File: src/hw/cdp_pkg.sv
package cdp_pkg;
  // -----------------------------------------------------------------
  // register map (byte addresses, one aligned word each)
  // -----------------------------------------------------------------
  localparam logic [7:0] ADDR_OPA = 8'h00;   // operand a
  localparam logic [7:0] ADDR_OPB = 8'h04;   // operand b / offset / immediate
  localparam logic [7:0] ADDR_CTRL = 8'h08;  // op, size, bit index; write starts
  localparam logic [7:0] ADDR_RES = 8'h0c;   // result word
  localparam logic [7:0] ADDR_FLAGS = 8'h10; // flags, done
  localparam logic [7:0] ADDR_XRS = 8'h14;   // external region select
  localparam logic [7:0] ADDR_SFR = 8'h18;   // sfr decode probe
  localparam logic [7:0] ADDR_ADDR = 8'h1c;  // computed operand address

  // -----------------------------------------------------------------
  // control field layout
  // -----------------------------------------------------------------
  localparam int CTRL_OP_LSB = 0;
  localparam int CTRL_SZ_LSB = 8;
  localparam int CTRL_BIT_LSB = 12;
  localparam int CTRL_STEP_LSB = 16;

  // flag bit positions in the flag register
  localparam int FL_CY = 0;
  localparam int FL_OV = 1;
  localparam int FL_AC = 2;
  localparam int FL_N = 3;
  localparam int FL_Z = 4;
  localparam int FL_DONE = 8;

  localparam logic [7:0] XRS_RESET = 8'h01;  // external region after reset
  localparam logic [7:0] CODE_REGION = 8'hff; // code memory region
  localparam logic [8:0] SFR_LO = 9'h080;    // implemented sfr window
  localparam logic [8:0] SFR_HI = 9'h0ff;
  localparam logic [1:0] RESP_OKAY = 2'b00;
  localparam logic [1:0] RESP_SLVERR = 2'b10;

  // operand size
  typedef enum logic [1:0] {
    CDP_SZ_BYTE,
    CDP_SZ_WORD,
    CDP_SZ_DWORD
  } cdp_size_t;

  // operations
  typedef enum logic [7:0] {
    CDP_OP_DISP16,
    CDP_OP_DISP24,
    CDP_OP_ADD,
    CDP_OP_SUB,
    CDP_OP_CMP,
    CDP_OP_INC,
    CDP_OP_DEC,
    CDP_OP_MUL,
    CDP_OP_DIV,
    CDP_OP_AND,
    CDP_OP_OR,
    CDP_OP_XOR,
    CDP_OP_SLL,
    CDP_OP_SRL,
    CDP_OP_SRA,
    CDP_OP_XMOVE,
    CDP_OP_CMOVE,
    CDP_OP_SEXT,
    CDP_OP_ZEXT,
    CDP_OP_HIGHW,
    CDP_OP_NIBX,
    CDP_OP_SWAP,
    CDP_OP_PUSH,
    CDP_OP_POP,
    CDP_OP_BSET,
    CDP_OP_BCLR,
    CDP_OP_BCPL,
    CDP_OP_BAND,
    CDP_OP_BANDN,
    CDP_OP_BOR,
    CDP_OP_BORN,
    CDP_OP_BTOC,
    CDP_OP_CTOB
  } cdp_op_t;

  // divider sequencing
  typedef enum logic [1:0] {
    CDP_ST_IDLE,
    CDP_ST_DIV,
    CDP_ST_DONE
  } cdp_state_t;
endpackage
File: src/hw/cdp_datapath.sv
// Summary of operation
// - word base plus signed offset, 16-bit wrap
// - dword base plus signed offset, 24 bits
// - compare sets flags, stores no difference
// - inc/dec byte, word, dword by 1,2,4
// - unsigned multiply and divide, 8 and 16
// - product fills next-wider register
// - quotient low half, remainder high half
// - zero divisor sets overflow flag
// - and/or/xor update zero and negative
// - left shift loads zero at lsb
// - logical right shift loads zero at msb
// - arithmetic right shift keeps msb, byte and word only
// - external move uses region select, resets 01
// - code move reads from region ff
// - extending move fills sign or zeros
// - high word load writes upper half
// - nibble exchange swaps only low nibbles
// - push byte/word/dword, pop byte/word only
// - set/clear/invert bit, and/or into carry
// - move bit to carry and back
// - sfr decode only in 080 to 0ff
`timescale 1ns/1ps
`default_nettype none
module cdp_datapath #(
  parameter int DIV_W = 16  // widest divide, one quotient bit per cycle
) (
  input wire logic core_clk,
  input wire logic reset_n,
  input wire logic s_axi_awvalid,
  output logic s_axi_awready,
  input wire logic [7:0] s_axi_awaddr,
  input wire logic s_axi_wvalid,
  output logic s_axi_wready,
  input wire logic [31:0] s_axi_wdata,
  input wire logic [3:0] s_axi_wstrb,
  output logic s_axi_bvalid,
  input wire logic s_axi_bready,
  output logic [1:0] s_axi_bresp,
  input wire logic s_axi_arvalid,
  output logic s_axi_arready,
  input wire logic [7:0] s_axi_araddr,
  output logic s_axi_rvalid,
  input wire logic s_axi_rready,
  output logic [31:0] s_axi_rdata,
  output logic [1:0] s_axi_rresp
);
  // -----------------------------------------------------------------
  // helpers
  // -----------------------------------------------------------------
  // byte-lane merge, shared by the operand and control registers
  function automatic logic [31:0] merge(input logic [31:0] old, input logic [31:0] nw,
                                        input logic [3:0] st);
    logic [31:0] r;
    r = old;
    for (int i = 0; i < 4; i++) begin
      if (st[i]) begin
        r[i*8 +: 8] = nw[i*8 +: 8];
      end
    end
    return r;
  endfunction

  // mask a value to the operand size
  function automatic logic [31:0] fit(input logic [31:0] v, input cdp_pkg::cdp_size_t s);
    if (s == cdp_pkg::CDP_SZ_BYTE) begin
      return {24'h0, v[7:0]};
    end else if (s == cdp_pkg::CDP_SZ_WORD) begin
      return {16'h0, v[15:0]};
    end else begin
      return v;
    end
  endfunction

  // sign bit of a value at the operand size
  function automatic logic msb(input logic [31:0] v, input cdp_pkg::cdp_size_t s);
    if (s == cdp_pkg::CDP_SZ_BYTE) begin
      return v[7];
    end else if (s == cdp_pkg::CDP_SZ_WORD) begin
      return v[15];
    end else begin
      return v[31];
    end
  endfunction

  // -----------------------------------------------------------------
  // registers
  // -----------------------------------------------------------------
  logic [31:0] opa_reg;  // operand a
  logic [31:0] opb_reg;  // operand b
  logic [31:0] ctrl_reg;  // last control word that started an operation
  logic [31:0] res_reg;  // result
  logic [4:0] flags_reg;  // cy ov ac n z
  logic done_reg;  // result valid
  logic [7:0] xrs_reg;  // external region select
  logic [23:0] addr_reg;  // computed operand address
  logic sfr_hit_reg;  // last sfr probe decoded
  logic [31:0] sfr_probe_reg;  // last probed sfr address
  cdp_pkg::cdp_state_t state_reg;
  logic [DIV_W-1:0] dq_reg;  // dividend shifting into quotient
  logic [DIV_W-1:0] drem_reg;  // partial remainder
  logic [DIV_W-1:0] dvs_reg;  // divisor
  logic [4:0] dcnt_reg;  // bits still to produce
  cdp_pkg::cdp_size_t sz_div_reg;  // size of the divide in flight

  // -----------------------------------------------------------------
  // axi4-lite handshakes
  // -----------------------------------------------------------------
  logic aw_hold_reg;  // write address taken, waiting for data
  logic w_hold_reg;  // write data taken, waiting for address
  logic [7:0] aw_addr_reg;
  logic [31:0] w_data_reg;
  logic [3:0] w_strb_reg;
  logic wr_fire;  // both halves present this cycle
  logic [7:0] wr_addr;
  logic [31:0] wr_data;
  logic [3:0] wr_strb;
  logic wr_ok;  // write address is mapped

  // one write at a time: channels stall while a response is pending
  assign s_axi_awready = !aw_hold_reg && !s_axi_bvalid;
  assign s_axi_wready = !w_hold_reg && !s_axi_bvalid;
  assign wr_addr = aw_hold_reg ? aw_addr_reg : s_axi_awaddr;
  assign wr_data = w_hold_reg ? w_data_reg : s_axi_wdata;
  assign wr_strb = w_hold_reg ? w_strb_reg : s_axi_wstrb;
  assign wr_fire = (aw_hold_reg || (s_axi_awvalid && s_axi_awready)) &&
                   (w_hold_reg || (s_axi_wvalid && s_axi_wready));

  // address decode of writable registers
  always_comb begin
    if (wr_addr == cdp_pkg::ADDR_OPA) begin
      wr_ok = 1'b1;
    end else if (wr_addr == cdp_pkg::ADDR_OPB) begin
      wr_ok = 1'b1;
    end else if (wr_addr == cdp_pkg::ADDR_CTRL) begin
      wr_ok = 1'b1;
    end else if (wr_addr == cdp_pkg::ADDR_XRS) begin
      wr_ok = 1'b1;
    end else if (wr_addr == cdp_pkg::ADDR_SFR) begin
      wr_ok = 1'b1;
    end else begin
      wr_ok = 1'b0;
    end
  end

  // write channel capture and response
  always_ff @(posedge core_clk or negedge reset_n) begin
    if (!reset_n) begin
      aw_hold_reg <= 1'b0;
      w_hold_reg <= 1'b0;
      aw_addr_reg <= 8'h00;
      w_data_reg <= 32'h0000_0000;
      w_strb_reg <= 4'h0;
      s_axi_bvalid <= 1'b0;
      s_axi_bresp <= cdp_pkg::RESP_OKAY;
    end else begin
      if (wr_fire) begin
        aw_hold_reg <= 1'b0;
        w_hold_reg <= 1'b0;
        s_axi_bvalid <= 1'b1;
        s_axi_bresp <= wr_ok ? cdp_pkg::RESP_OKAY : cdp_pkg::RESP_SLVERR;
      end else begin
        if (s_axi_awvalid && s_axi_awready) begin
          aw_hold_reg <= 1'b1;
          aw_addr_reg <= s_axi_awaddr;
        end
        if (s_axi_wvalid && s_axi_wready) begin
          w_hold_reg <= 1'b1;
          w_data_reg <= s_axi_wdata;
          w_strb_reg <= s_axi_wstrb;
        end
        if (s_axi_bvalid && s_axi_bready) begin
          s_axi_bvalid <= 1'b0;
        end
      end
    end
  end

  // read channel: one cycle after the address is taken
  assign s_axi_arready = !s_axi_rvalid;
  always_ff @(posedge core_clk or negedge reset_n) begin
    if (!reset_n) begin
      s_axi_rvalid <= 1'b0;
      s_axi_rdata <= 32'h0000_0000;
      s_axi_rresp <= cdp_pkg::RESP_OKAY;
    end else if (s_axi_arvalid && s_axi_arready) begin
      s_axi_rvalid <= 1'b1;
      s_axi_rresp <= cdp_pkg::RESP_OKAY;
      if (s_axi_araddr == cdp_pkg::ADDR_OPA) begin
        s_axi_rdata <= opa_reg;
      end else if (s_axi_araddr == cdp_pkg::ADDR_OPB) begin
        s_axi_rdata <= opb_reg;
      end else if (s_axi_araddr == cdp_pkg::ADDR_CTRL) begin
        s_axi_rdata <= ctrl_reg;
      end else if (s_axi_araddr == cdp_pkg::ADDR_RES) begin
        s_axi_rdata <= res_reg;
      end else if (s_axi_araddr == cdp_pkg::ADDR_FLAGS) begin
        s_axi_rdata <= {23'h0, done_reg, 3'h0, flags_reg};
      end else if (s_axi_araddr == cdp_pkg::ADDR_XRS) begin
        s_axi_rdata <= {24'h0, xrs_reg};
      end else if (s_axi_araddr == cdp_pkg::ADDR_SFR) begin
        s_axi_rdata <= {sfr_hit_reg, sfr_probe_reg[30:0]};
      end else if (s_axi_araddr == cdp_pkg::ADDR_ADDR) begin
        s_axi_rdata <= {8'h00, addr_reg};
      end else begin
        s_axi_rdata <= 32'h0000_0000;
        s_axi_rresp <= cdp_pkg::RESP_SLVERR;
      end
    end else if (s_axi_rvalid && s_axi_rready) begin
      s_axi_rvalid <= 1'b0;
    end
  end

  // -----------------------------------------------------------------
  // operand and configuration registers
  // -----------------------------------------------------------------
  logic start;  // control word written: launch the operation
  // only from idle, else the finishing divide would swallow the launch
  assign start = wr_fire && (wr_addr == cdp_pkg::ADDR_CTRL) && (state_reg == cdp_pkg::CDP_ST_IDLE);

  always_ff @(posedge core_clk or negedge reset_n) begin
    if (!reset_n) begin
      opa_reg <= 32'h0000_0000;
      opb_reg <= 32'h0000_0000;
      ctrl_reg <= 32'h0000_0000;
    end else if (wr_fire) begin
      if (wr_addr == cdp_pkg::ADDR_OPA) begin
        opa_reg <= merge(opa_reg, wr_data, wr_strb);
      end else if (wr_addr == cdp_pkg::ADDR_OPB) begin
        opb_reg <= merge(opb_reg, wr_data, wr_strb);
      end else if (start) begin
        ctrl_reg <= merge(ctrl_reg, wr_data, wr_strb);
      end
    end
  end

  always_ff @(posedge core_clk or negedge reset_n) begin
    if (!reset_n) begin
      xrs_reg <= cdp_pkg::XRS_RESET;
    end else if (wr_fire && wr_addr == cdp_pkg::ADDR_XRS && wr_strb[0]) begin
      xrs_reg <= wr_data[7:0];
    end
  end

  always_ff @(posedge core_clk or negedge reset_n) begin
    if (!reset_n) begin
      sfr_probe_reg <= 32'h0000_0000;
      sfr_hit_reg <= 1'b0;
    end else if (wr_fire && wr_addr == cdp_pkg::ADDR_SFR) begin
      sfr_probe_reg <= wr_data;
      sfr_hit_reg <= (wr_data[31:9] == 23'h0) && (wr_data[8:0] >= cdp_pkg::SFR_LO) &&
                     (wr_data[8:0] <= cdp_pkg::SFR_HI);
    end
  end

  // -----------------------------------------------------------------
  // combinational execution
  // -----------------------------------------------------------------
  // decode fields of the incoming control word
  cdp_pkg::cdp_op_t op;
  cdp_pkg::cdp_size_t sz;
  logic [2:0] bidx;  // bit index for bit ops
  logic [2:0] step;  // inc/dec step
  logic [31:0] a;
  logic [31:0] b;
  assign op = cdp_pkg::cdp_op_t'(wr_data[cdp_pkg::CTRL_OP_LSB +: 8]);
  assign sz = cdp_pkg::cdp_size_t'(wr_data[cdp_pkg::CTRL_SZ_LSB +: 2]);
  assign bidx = wr_data[cdp_pkg::CTRL_BIT_LSB +: 3];
  assign step = wr_data[cdp_pkg::CTRL_STEP_LSB +: 3];
  assign a = opa_reg;
  assign b = opb_reg;

  logic [31:0] x_res;  // next result
  logic [4:0] x_fl;  // next flags
  logic [23:0] x_addr;  // next address
  logic x_store;  // result register written
  logic [32:0] sum;  // wide add/sub
  logic [4:0] nib;  // low-nibble add/sub for aux carry
  logic [31:0] stp;  // decoded step

  always_comb begin
    x_res = res_reg;
    x_fl = flags_reg;
    x_addr = addr_reg;
    x_store = 1'b1;
    sum = 33'h0;
    nib = 5'h0;
    stp = (step == 3'h4) ? 32'h4 : ((step == 3'h2) ? 32'h2 : 32'h1);
    case (op)
      cdp_pkg::CDP_OP_DISP16: begin
        x_addr = {8'h00, a[15:0] + b[15:0]};
        x_res = {8'h00, x_addr};
      end
      cdp_pkg::CDP_OP_DISP24: begin
        x_addr = a[23:0] + {{8{b[15]}}, b[15:0]};
        x_res = {8'h00, x_addr};
      end
      cdp_pkg::CDP_OP_ADD, cdp_pkg::CDP_OP_SUB, cdp_pkg::CDP_OP_CMP: begin
        if (op == cdp_pkg::CDP_OP_ADD) begin
          sum = {1'b0, fit(a, sz)} + {1'b0, fit(b, sz)};
          nib = {1'b0, a[3:0]} + {1'b0, b[3:0]};
        end else begin
          sum = {1'b0, fit(a, sz)} - {1'b0, fit(b, sz)};
          nib = {1'b0, a[3:0]} - {1'b0, b[3:0]};
        end
        x_fl[cdp_pkg::FL_CY] = (sz == cdp_pkg::CDP_SZ_BYTE) ? sum[8] : sum[16];
        x_fl[cdp_pkg::FL_AC] = nib[4];
        x_fl[cdp_pkg::FL_N] = msb(sum[31:0], sz);
        x_fl[cdp_pkg::FL_Z] = (fit(sum[31:0], sz) == 32'h0);
        x_fl[cdp_pkg::FL_OV] = (op == cdp_pkg::CDP_OP_ADD) ?
          (msb(a, sz) == msb(b, sz)) && (msb(sum[31:0], sz) != msb(a, sz)) :
          (msb(a, sz) != msb(b, sz)) && (msb(sum[31:0], sz) != msb(a, sz));
        x_res = fit(sum[31:0], sz);
        x_store = (op != cdp_pkg::CDP_OP_CMP);
      end
      // step of 1, 2 or 4
      cdp_pkg::CDP_OP_INC: x_res = fit(a + stp, sz);
      cdp_pkg::CDP_OP_DEC: x_res = fit(a - stp, sz);
      cdp_pkg::CDP_OP_MUL: begin
        if (sz == cdp_pkg::CDP_SZ_BYTE) begin
          x_res = {16'h0, 16'(a[7:0]) * 16'(b[7:0])};
        end else begin
          x_res = a[15:0] * b[15:0];
        end
      end
      // logic ops set z and n
      cdp_pkg::CDP_OP_AND, cdp_pkg::CDP_OP_OR, cdp_pkg::CDP_OP_XOR: begin
        if (op == cdp_pkg::CDP_OP_AND) begin
          x_res = fit(a & b, sz);
        end else if (op == cdp_pkg::CDP_OP_OR) begin
          x_res = fit(a | b, sz);
        end else begin
          x_res = fit(a ^ b, sz);
        end
        x_fl[cdp_pkg::FL_Z] = (x_res == 32'h0);
        x_fl[cdp_pkg::FL_N] = msb(x_res, sz);
      end
      cdp_pkg::CDP_OP_SLL: x_res = fit({a[30:0], 1'b0}, sz);
      cdp_pkg::CDP_OP_SRL: x_res = fit(a, sz) >> 1;
      cdp_pkg::CDP_OP_SRA: begin
        x_res = fit(a, sz) >> 1;
        if (sz == cdp_pkg::CDP_SZ_BYTE) begin
          x_res[7] = a[7];
        end else begin
          x_res[15] = a[15];
        end
      end
      cdp_pkg::CDP_OP_XMOVE: begin
        x_addr = {xrs_reg, b[15:0]};
        x_res = {24'h0, a[7:0]};
      end
      cdp_pkg::CDP_OP_CMOVE: begin
        x_addr = {cdp_pkg::CODE_REGION, b[15:0]};
        x_res = {24'h0, a[7:0]};
      end
      cdp_pkg::CDP_OP_SEXT: x_res = {16'h0, {8{a[7]}}, a[7:0]};
      cdp_pkg::CDP_OP_ZEXT: x_res = {24'h0, a[7:0]};
      cdp_pkg::CDP_OP_HIGHW: x_res = {b[15:0], a[15:0]};
      cdp_pkg::CDP_OP_NIBX: x_res = {16'h0, a[7:4], b[3:0], b[7:4], a[3:0]};
      cdp_pkg::CDP_OP_SWAP: x_res = {fit(b, sz) == fit(b, sz) ? 16'h0 : 16'h0, b[7:0], a[7:0]};
      cdp_pkg::CDP_OP_PUSH: x_res = fit(a, sz);
      cdp_pkg::CDP_OP_POP: begin
        x_res = (sz == cdp_pkg::CDP_SZ_BYTE) ? fit(a, sz) : fit(a, cdp_pkg::CDP_SZ_WORD);
      end
      cdp_pkg::CDP_OP_BSET: x_res = {24'h0, a[7:0] | (8'h01 << bidx)};
      cdp_pkg::CDP_OP_BCLR: x_res = {24'h0, a[7:0] & ~(8'h01 << bidx)};
      cdp_pkg::CDP_OP_BCPL: x_res = {24'h0, a[7:0] ^ (8'h01 << bidx)};
      cdp_pkg::CDP_OP_BAND: begin
        x_fl[cdp_pkg::FL_CY] = flags_reg[cdp_pkg::FL_CY] & a[bidx];
        x_store = 1'b0;
      end
      cdp_pkg::CDP_OP_BANDN: begin
        x_fl[cdp_pkg::FL_CY] = flags_reg[cdp_pkg::FL_CY] & ~a[bidx];
        x_store = 1'b0;
      end
      cdp_pkg::CDP_OP_BOR: begin
        x_fl[cdp_pkg::FL_CY] = flags_reg[cdp_pkg::FL_CY] | a[bidx];
        x_store = 1'b0;
      end
      cdp_pkg::CDP_OP_BORN: begin
        x_fl[cdp_pkg::FL_CY] = flags_reg[cdp_pkg::FL_CY] | ~a[bidx];
        x_store = 1'b0;
      end
      cdp_pkg::CDP_OP_BTOC: begin
        x_fl[cdp_pkg::FL_CY] = a[bidx];
        x_store = 1'b0;
      end
      cdp_pkg::CDP_OP_CTOB: begin
        x_res = {24'h0, a[7:0]};
        x_res[bidx] = flags_reg[cdp_pkg::FL_CY];
      end
      default: x_store = 1'b0;
    endcase
  end

  // -----------------------------------------------------------------
  // result, flags and divider sequencing
  // -----------------------------------------------------------------
  // restoring divide step: shift, trial subtract
  logic [DIV_W:0] trial;
  assign trial = {drem_reg, dq_reg[DIV_W-1]} - {1'b0, dvs_reg};

  always_ff @(posedge core_clk or negedge reset_n) begin
    if (!reset_n) begin
      state_reg <= cdp_pkg::CDP_ST_IDLE;
      res_reg <= 32'h0000_0000;
      flags_reg <= 5'h00;
      done_reg <= 1'b0;
      addr_reg <= 24'h00_0000;
      dq_reg <= '0;
      drem_reg <= '0;
      dvs_reg <= '0;
      dcnt_reg <= 5'h00;
    end else begin
      case (state_reg)
        cdp_pkg::CDP_ST_DIV: begin
          // a byte divide runs with zero-padded operands, same result
          drem_reg <= trial[DIV_W] ? {drem_reg[DIV_W-2:0], dq_reg[DIV_W-1]} : trial[DIV_W-1:0];
          dq_reg <= {dq_reg[DIV_W-2:0], ~trial[DIV_W]};
          dcnt_reg <= dcnt_reg - 5'h01;
          if (dcnt_reg == 5'h01) begin
            state_reg <= cdp_pkg::CDP_ST_DONE;
          end
        end
        cdp_pkg::CDP_ST_DONE: begin
          if (sz_div_reg == cdp_pkg::CDP_SZ_BYTE) begin
            res_reg <= {16'h0, drem_reg[7:0], dq_reg[7:0]};
          end else begin
            res_reg <= {drem_reg[15:0], dq_reg[15:0]};
          end
          done_reg <= 1'b1;
          state_reg <= cdp_pkg::CDP_ST_IDLE;
        end
        default: begin
          if (start) begin
            done_reg <= 1'b0;
            if (op == cdp_pkg::CDP_OP_DIV) begin
              if (fit(b, sz) == 32'h0) begin
                flags_reg[cdp_pkg::FL_OV] <= 1'b1;
                done_reg <= 1'b1;
              end else begin
                flags_reg[cdp_pkg::FL_OV] <= 1'b0;
                dq_reg <= DIV_W'(fit(a, sz));
                drem_reg <= '0;
                dvs_reg <= DIV_W'(fit(b, sz));
                dcnt_reg <= 5'(DIV_W);
                state_reg <= cdp_pkg::CDP_ST_DIV;
              end
            end else begin
              flags_reg <= x_fl;
              addr_reg <= x_addr;
              if (x_store) begin
                res_reg <= x_res;
              end
              done_reg <= 1'b1;
            end
          end
        end
      endcase
    end
  end

  // size of the divide in flight
  always_ff @(posedge core_clk or negedge reset_n) begin
    if (!reset_n) begin
      sz_div_reg <= cdp_pkg::CDP_SZ_BYTE;
    end else if (start && op == cdp_pkg::CDP_OP_DIV) begin
      sz_div_reg <= sz;
    end
  end
endmodule
`default_nettype wire

File: config.mk
export PLATFORM = sky130hd
export DESIGN_NAME = cdp_datapath
export DESIGN_NICKNAME = d
export VERILOG_FILES = /design/src/hw/cdp_pkg.sv /design/src/hw/cdp_datapath.sv
export SDC_FILE = /design/constraint.sdc
export NUM_CORES = 2
export LEC_CHECK = 0
export ABC_AREA = 0
export BUFFER_PORTS_ARGS = -buffer_cell sky130_fd_sc_hd__buf_2
export CAP_MARGIN = 20
export CELL_PAD_IN_SITES_DETAIL_PLACEMENT = 0
export CELL_PAD_IN_SITES_GLOBAL_PLACEMENT = 1
export CORE_ASPECT_RATIO = 1.4
export CORE_UTILIZATION = 50
export DETAILED_ROUTE_END_ITERATION = 6
export PLACE_DENSITY_LB_ADDON = 0.1
export RECOVER_POWER = 25
export REMOVE_ABC_BUFFERS = 1
export SYNTH_ARGS = -nofsm -noshare
export SYNTH_HDL_FRONTEND = slang
export SYNTH_SLANG_ARGS = --single-unit
File: constraint.sdc
create_clock -name core_clk -period 8.3 [get_ports core_clk]
set_input_delay 0.83 -clock core_clk [delete_from_list [all_inputs] [get_ports core_clk]]
set_output_delay 0.83 -clock core_clk [all_outputs]
set_load 0.05 [all_outputs]
After elaboration in Yosys (flattened, before gate mapping)
Cells that the tools add are included.
{"block": "word_totals", "elab_cells": 338, "romBits": 0, "in_bits": 59, "latchBits": 0, "register_bits": 339, "ram_bits": 0, "n_memories": 0}
{"block": "op_classes", "n_shift": 1, "addsub": 10, "mux": 126, "n_lt_le_gt_ge": 4, "reduce_logical": 79, "n_bitwise": 21, "n_mul": 2, "div_mod_pow": 0, "n_eq_ne": 57}
{"op": "$mux 32", "n": 47}
{"op": "$pmux 32 s21", "n": 1}
{"op": "$eq 8x5->1 const B", "n": 22}
{"op": "$mux 16", "n": 8}
{"op": "$logic_not 32->1", "n": 3}
{"op": "$pmux 24 s4", "n": 1}
{"op": "$eq 8x4->1 const B", "n": 11}
{"op": "$pmux 16 s2", "n": 2}
{"op": "$pmux 32 s2", "n": 1}
{"op": "$eq 8x3->1 const B", "n": 6}
{"op": "$reduce_and 4->1", "n": 11}
{"op": "$mux 1", "n": 35}
{"op": "$add 32x3->32", "n": 1}
{"op": "$add 32x32->32", "n": 1}
{"op": "$and 32x32->32", "n": 1}
{"op": "$bwmux 32", "n": 1}
{"op": "$mul 16x16->32", "n": 1}
{"op": "$or 32x32->32", "n": 1}
{"op": "$sub 32x3->32", "n": 1}
{"op": "$sub 32x32->32", "n": 1}
{"op": "$xor 32x32->32", "n": 1}
{"op": "$mux 2", "n": 14}
{"op": "$reduce_and 5->1", "n": 5}
{"op": "$add 24x24->24", "n": 1}
{"op": "59 further kinds", "n": 123}

Logic depth before layout (Yosys ltp)
{"block": "logic_depth", "ltp_word": 16, "ltp_mapped": 27, "ltp_nobuf": 25}

Least setup slack after synthesis
OpenSTA, ideal clock, no wires.
{"block": "synth_path", "path_kind": "register -> register", "startpoint": "register opa_reg[7] (netlist: a[7])", "endpoint": "register res_reg[30]", "stages_incl_launch_ff": 28, "slack_ps": 1269, "t_arrival_ps": 6905, "period_less_slack_ps": 7031, "path_cell_list": "dfrtp_1 > clkbuf_1 > clkbuf_1 > buf_1 > nand2_1 > inv_1 > fa_1 > inv_1 > fa_1 > fa_1 > inv_1 > fa_1 > fa_1 > inv_1 > fa_1 > inv_1 > ha_1 > and3_1 > a221oi_1 > nor2_1 > a211oi_1 > nor3b_1 > a211oi_1 > nor3_1 > nor3_1 > a31o_2 > a221oi_1 > o31ai_1"}
{"block": "synth_between", "elab_chain_len": 13, "elab_cells_between_ends": 24}
{"element": "from (decl)", "line": "cdp_datapath.sv:89", "rtl": "logic [31:0] opa_reg;"}
{"element": "from (signal assigned)", "line": "cdp_datapath.sv:228", "rtl": "opa_reg <= merge(opa_reg, wr_data, wr_strb);"}
{"element": "branches (longest 8 deep; another with $mul 16x16->32)"}
{"element": "$pmux 32 s21 *", "line": "cdp_datapath.sv:289", "rtl": "case (op)"}
{"element": "$mux 32 *", "line": "cdp_datapath.sv:452", "rtl": "if (x_store) begin"}
{"element": "$mux 32 *", "line": "cdp_datapath.sv:437", "rtl": "if (op == cdp_pkg::CDP_OP_DIV) begin"}
{"element": "$mux 32 *", "line": "cdp_datapath.sv:435", "rtl": "if (start) begin"}
{"element": "$pmux 32 s2 *", "line": "cdp_datapath.sv:415", "rtl": "case (state_reg)"}
{"element": "to (signal assigned)", "line": "cdp_datapath.sv:427", "rtl": "res_reg <= {16'h0, drem_reg[7:0], dq_reg[7:0]};"}
{"element": "to (signal assigned)", "line": "cdp_datapath.sv:429", "rtl": "res_reg <= {drem_reg[15:0], dq_reg[15:0]};"}
{"element": "to (signal assigned)", "line": "cdp_datapath.sv:453", "rtl": "res_reg <= x_res;"}
{"element": "to (decl)", "line": "cdp_datapath.sv:92", "rtl": "logic [31:0] res_reg;"}
Mark *: on every way between the ends. The select of a mux whose other input is x is not followed.
A chain may end at the register's enable or synchronous reset.

Worst setup path in the final report
{"block": "layout_path", "startpoint": "register opb_reg[6] (netlist: b[6])", "endpoint": "register res_reg[30]"}
{"block": "layout_between", "elab_chain_len": 13, "elab_cells_between_ends": 18}
{"element": "from (decl)", "line": "cdp_datapath.sv:90", "rtl": "logic [31:0] opb_reg;"}
{"element": "from (signal assigned)", "line": "cdp_datapath.sv:230", "rtl": "opb_reg <= merge(opb_reg, wr_data, wr_strb);"}
{"element": "branches (longest 8 deep; another with $mul 16x16->32)"}
{"element": "$pmux 32 s21 *", "line": "cdp_datapath.sv:289"}
{"element": "$mux 32 *", "line": "cdp_datapath.sv:452"}
{"element": "$mux 32 *", "line": "cdp_datapath.sv:437"}
{"element": "$mux 32 *", "line": "cdp_datapath.sv:435"}
{"element": "$pmux 32 s2 *", "line": "cdp_datapath.sv:415"}
Marks and branches as above.

==> impl_metrics.ini <==
[status]
outcome = complete, but fails checks
violations = DRC, capacitance limit, slew limit

[synthesis]
synthMuxAreaShare_pct = 5.839
synth_compound_area_share_pct = 20.30
synth_simple_gate_area_share_pct = 16.34
yosys.area_share.adder_pct = 23.02
synth_top_cells_by_count = 510 x nor2_1, 457 x nand2_1, 436 x inv_1
synth_top_family_by_area = adder cells
syn_inst = 4364
ys_top_cells_by_area = dfrtp_1 23%, fa_1 13%, ha_1 9.9%
synth.top_cell.area_share_pct = 23.40
synthXorXnorAreaFrac_pct = 3.388
synth_edf_count = 0
synth_area_sq_um = 35930
yosysMostFrequentCell = nor2_1
synth_top_area_cell = dfrtp_1
yosys.cell_types.count = 94
ys_ff_latch = 337
async_reset_ff_share_pct = 100.0
synthFlopType = dfrtp_1
synth.avg_cell_area_sq_um = 8.234
ys_seq_area_share_pct = 23.47
yosys_warnings = 0

[clock_network]
ctsResizeCount = 0
clock_path_buffers = 3
cts_tree = done
numClockSinks = 337
cts_setup_buffers = 0
cts_buffers = 38
cts_hold_buf = 0
clkSlewWorstSetupHoldPaths_ns = 0.06
cts-root-buf = clkbuf_16
htreeDepth = 2
clock_latency_ns = 0.63

[worst_hold_path]
min_path_cells = 2
min_from = s_axi_bready
holdPathEnd = s_axi_bvalid
min_path_type = primary input to flop

[drt]
wire_per_inst_um = 29.35
drt_iter0_markers = 3898
ant_nets = 0
num_vias = 34790
via_per_inst = 6.501
route.detailed.drc = 2
first_pass_iters = 7
drt_wl_total_um = 157000

[power]
total_power_w = 0.01078
leakage_nw = 18.12
p_int_w = 0.005065
p_sw_share_pct = 53.03
p_comb_share_pct = 62.9
pwr-share-seq_pct = 20.1
power.switching_w = 0.005719
pwr_density_cell_nw_per_um2 = 276.2
power_frac_clock_pct = 17.0
vdd_ir_drop_max_mv = 0.2941

[cells_and_area]
fin_area_sq_um = 39050
nets = 4963
drive_gt1_share_pct = 9.653
syn2layout_area_growth_pct = 8.663

[worst_setup_path]
crit_arrival_ns = 8.06
required_ns = 8.78
reg2reg_depth = 24
critPathSlowestCell = fa_1
crit_type = flop to flop
cp_common_cell = fa_1
timing.rr.start = b[6]
critPathMaxStageDelay_ns = 0.51
worstSetupEndpointType = flop
path_max_fanout = 14
path_buf_inv = 5
crit_path_start_kind = flop
rrSetupSlack_ns = 0.71
crit_chain = clkinv_1, nor2_1, fa_1, inv_1, fa_1, fa_1, inv_1, fa_1, fa_1, inv_1, fa_1, inv_1, ha_1, and3_1, a221oi_1, nor2_1, a211oi_1, nor3b_1, a211oi_1, nor3_1, nor3_1, a31o_2, a221oi_1, o31ai_1
r2r_end = res_reg[30]
crit_family = adder cells

[placed_design]
hpwl_um = 121200
place.gp.congestion = 1.061
io_buffer_count = 97
placed_cell_area_sq_um = 37690

[global_routing]
antenna_found_initial = 8
grt_pass1_wl_um = 227300
grt_max_degree = 135
grt_pass1_vias = 33990
grt.total_usage_pct = 42.60
globalRoute.totalOverflow = 0

[timing]
hold_viol = 0
setup_tns_ns = 0
relSlewSlack_pct = -244.9
finalCriticalPeriod_ns = 7.586
fin_worst_skew_ns = 0.03815
max_slew.worst_pin.slew_ns = 5.173
fmax_mhz = 131.8
setup_violations = 0
fin_crit_sh_pct = 91.40
rsz0062_at_grt = false
drv_slew = 203

[floorplan]
design.die.area_sq_um = 72960
start_util_pct = 50.86
rows = 115
fp.dieH_um = 319.2
die_w_um = 228.6
io-pin-count = 100
core_area_sq_um = 70650

[job]
drv_cap = 3
[layer usage]
layer | track usage (%) | wire, um | share of wire (%)
met5 | 0 | 46 | 0.029
met4 | 29.80 | 13030 | 8.3
met3 | 9.147 | 14110 | 9.0
met2 | 66.69 | 70020 | 45
met1 | 52.26 | 59830 | 38
[cells by family after synthesis]
logic type / Yosys count
and+or+nand+nor: 1335
adders and majority gates: 520
AOI/OAI and AO/OA: 1141
xor gates and xnor gates: 139
other: 1
muxes: 185
DFF: 337
buffers and inverters: 706
[final cells by class]
cell class	instances	area, sq um
clock inverters	10	197.7
well taps	936	1171
repair buffers	236	1564
clock buffers	59	1090
flip-flops and latches	337	8434
fillers	6841	31600
multi-input cells	3322	24900
inverters	449	1685
diodes	2	5.005
[power groups by stage]
stage | clock [W] | combinational [W] | sequential (W)
after floorplan | 0 | 0.00383 | 0.00220
after global placement | 0 | 0.00639 | 0.00218
after detailed placement | 0 | 0.00640 | 0.00219
after CTS | 0.00184 | 0.00645 | 0.00216
after global routing | 0.00190 | 0.00711 | 0.00220
final | 0.00183 | 0.00679 | 0.00217
[worst max-delay path by stage]
stage	cells after the start	end	from	slack (ns)
floorplan	17	res_reg[28]	w_hold_reg	1.21
CTS	24	res_reg[30]	b[6]	0.71
global placement	24	res_reg[30]	b[6]	0.84
global route	24	res_reg[24]	b[6]	0.40
detailed placement	24	res_reg[30]	b[6]	0.69
finish	24	res_reg[30]	b[6]	0.71
[layout by cell type, fill, tap and decap left out, types with 27 or more instances in the layout]
cell	count
a211oi_1	46
a21o_1	42
a21oi_1	372
a221oi_1	40
a222oi_1	29
a22oi_1	55
buf_2	96
buf_4	133
clkbuf_16	38
dfrtp_1	336
fa_1	235
ha_1	285
inv_1	436
mux2_2	74
mux2i_1	97
nand2_1	456
nand2b_1	30
nand3_1	78
nand4_1	37
nor2_1	507
nor3_1	61
nor4_1	27
o21ai_0	243
o221ai_1	27
o22ai_1	49
or3_1	28
xnor2_1	100
xor2_1	38
[worst reg2reg max path: cells and delay by family, from the launching register on]
family | cells | cell delay, ns
flip-flops | 1 | 0.35
AND/OR/NAND/NOR | 6 | 1.68
adder cells (fa/ha/maj) | 7 | 3.18
buffers and inverters | 5 | 0.68
AO/OA/AOI/OAI | 6 | 1.59
[metrics by stage]
stage	hold slack (ns)	instances	worst slack [ns]	util [%]
finish	0.3940	5351	0.7139	55.27
floorplan	0.4433	4108	1.215	-
global route	0.3842	5349	0.3954	55.26
CTS	0.2808	5343	0.7133	55.17
detailed placement	0.4700	5274	0.6878	53.35
global placement	0.4561	5271	0.8414	53.32
No activity file was read; power rests on OpenSTA's default activity.
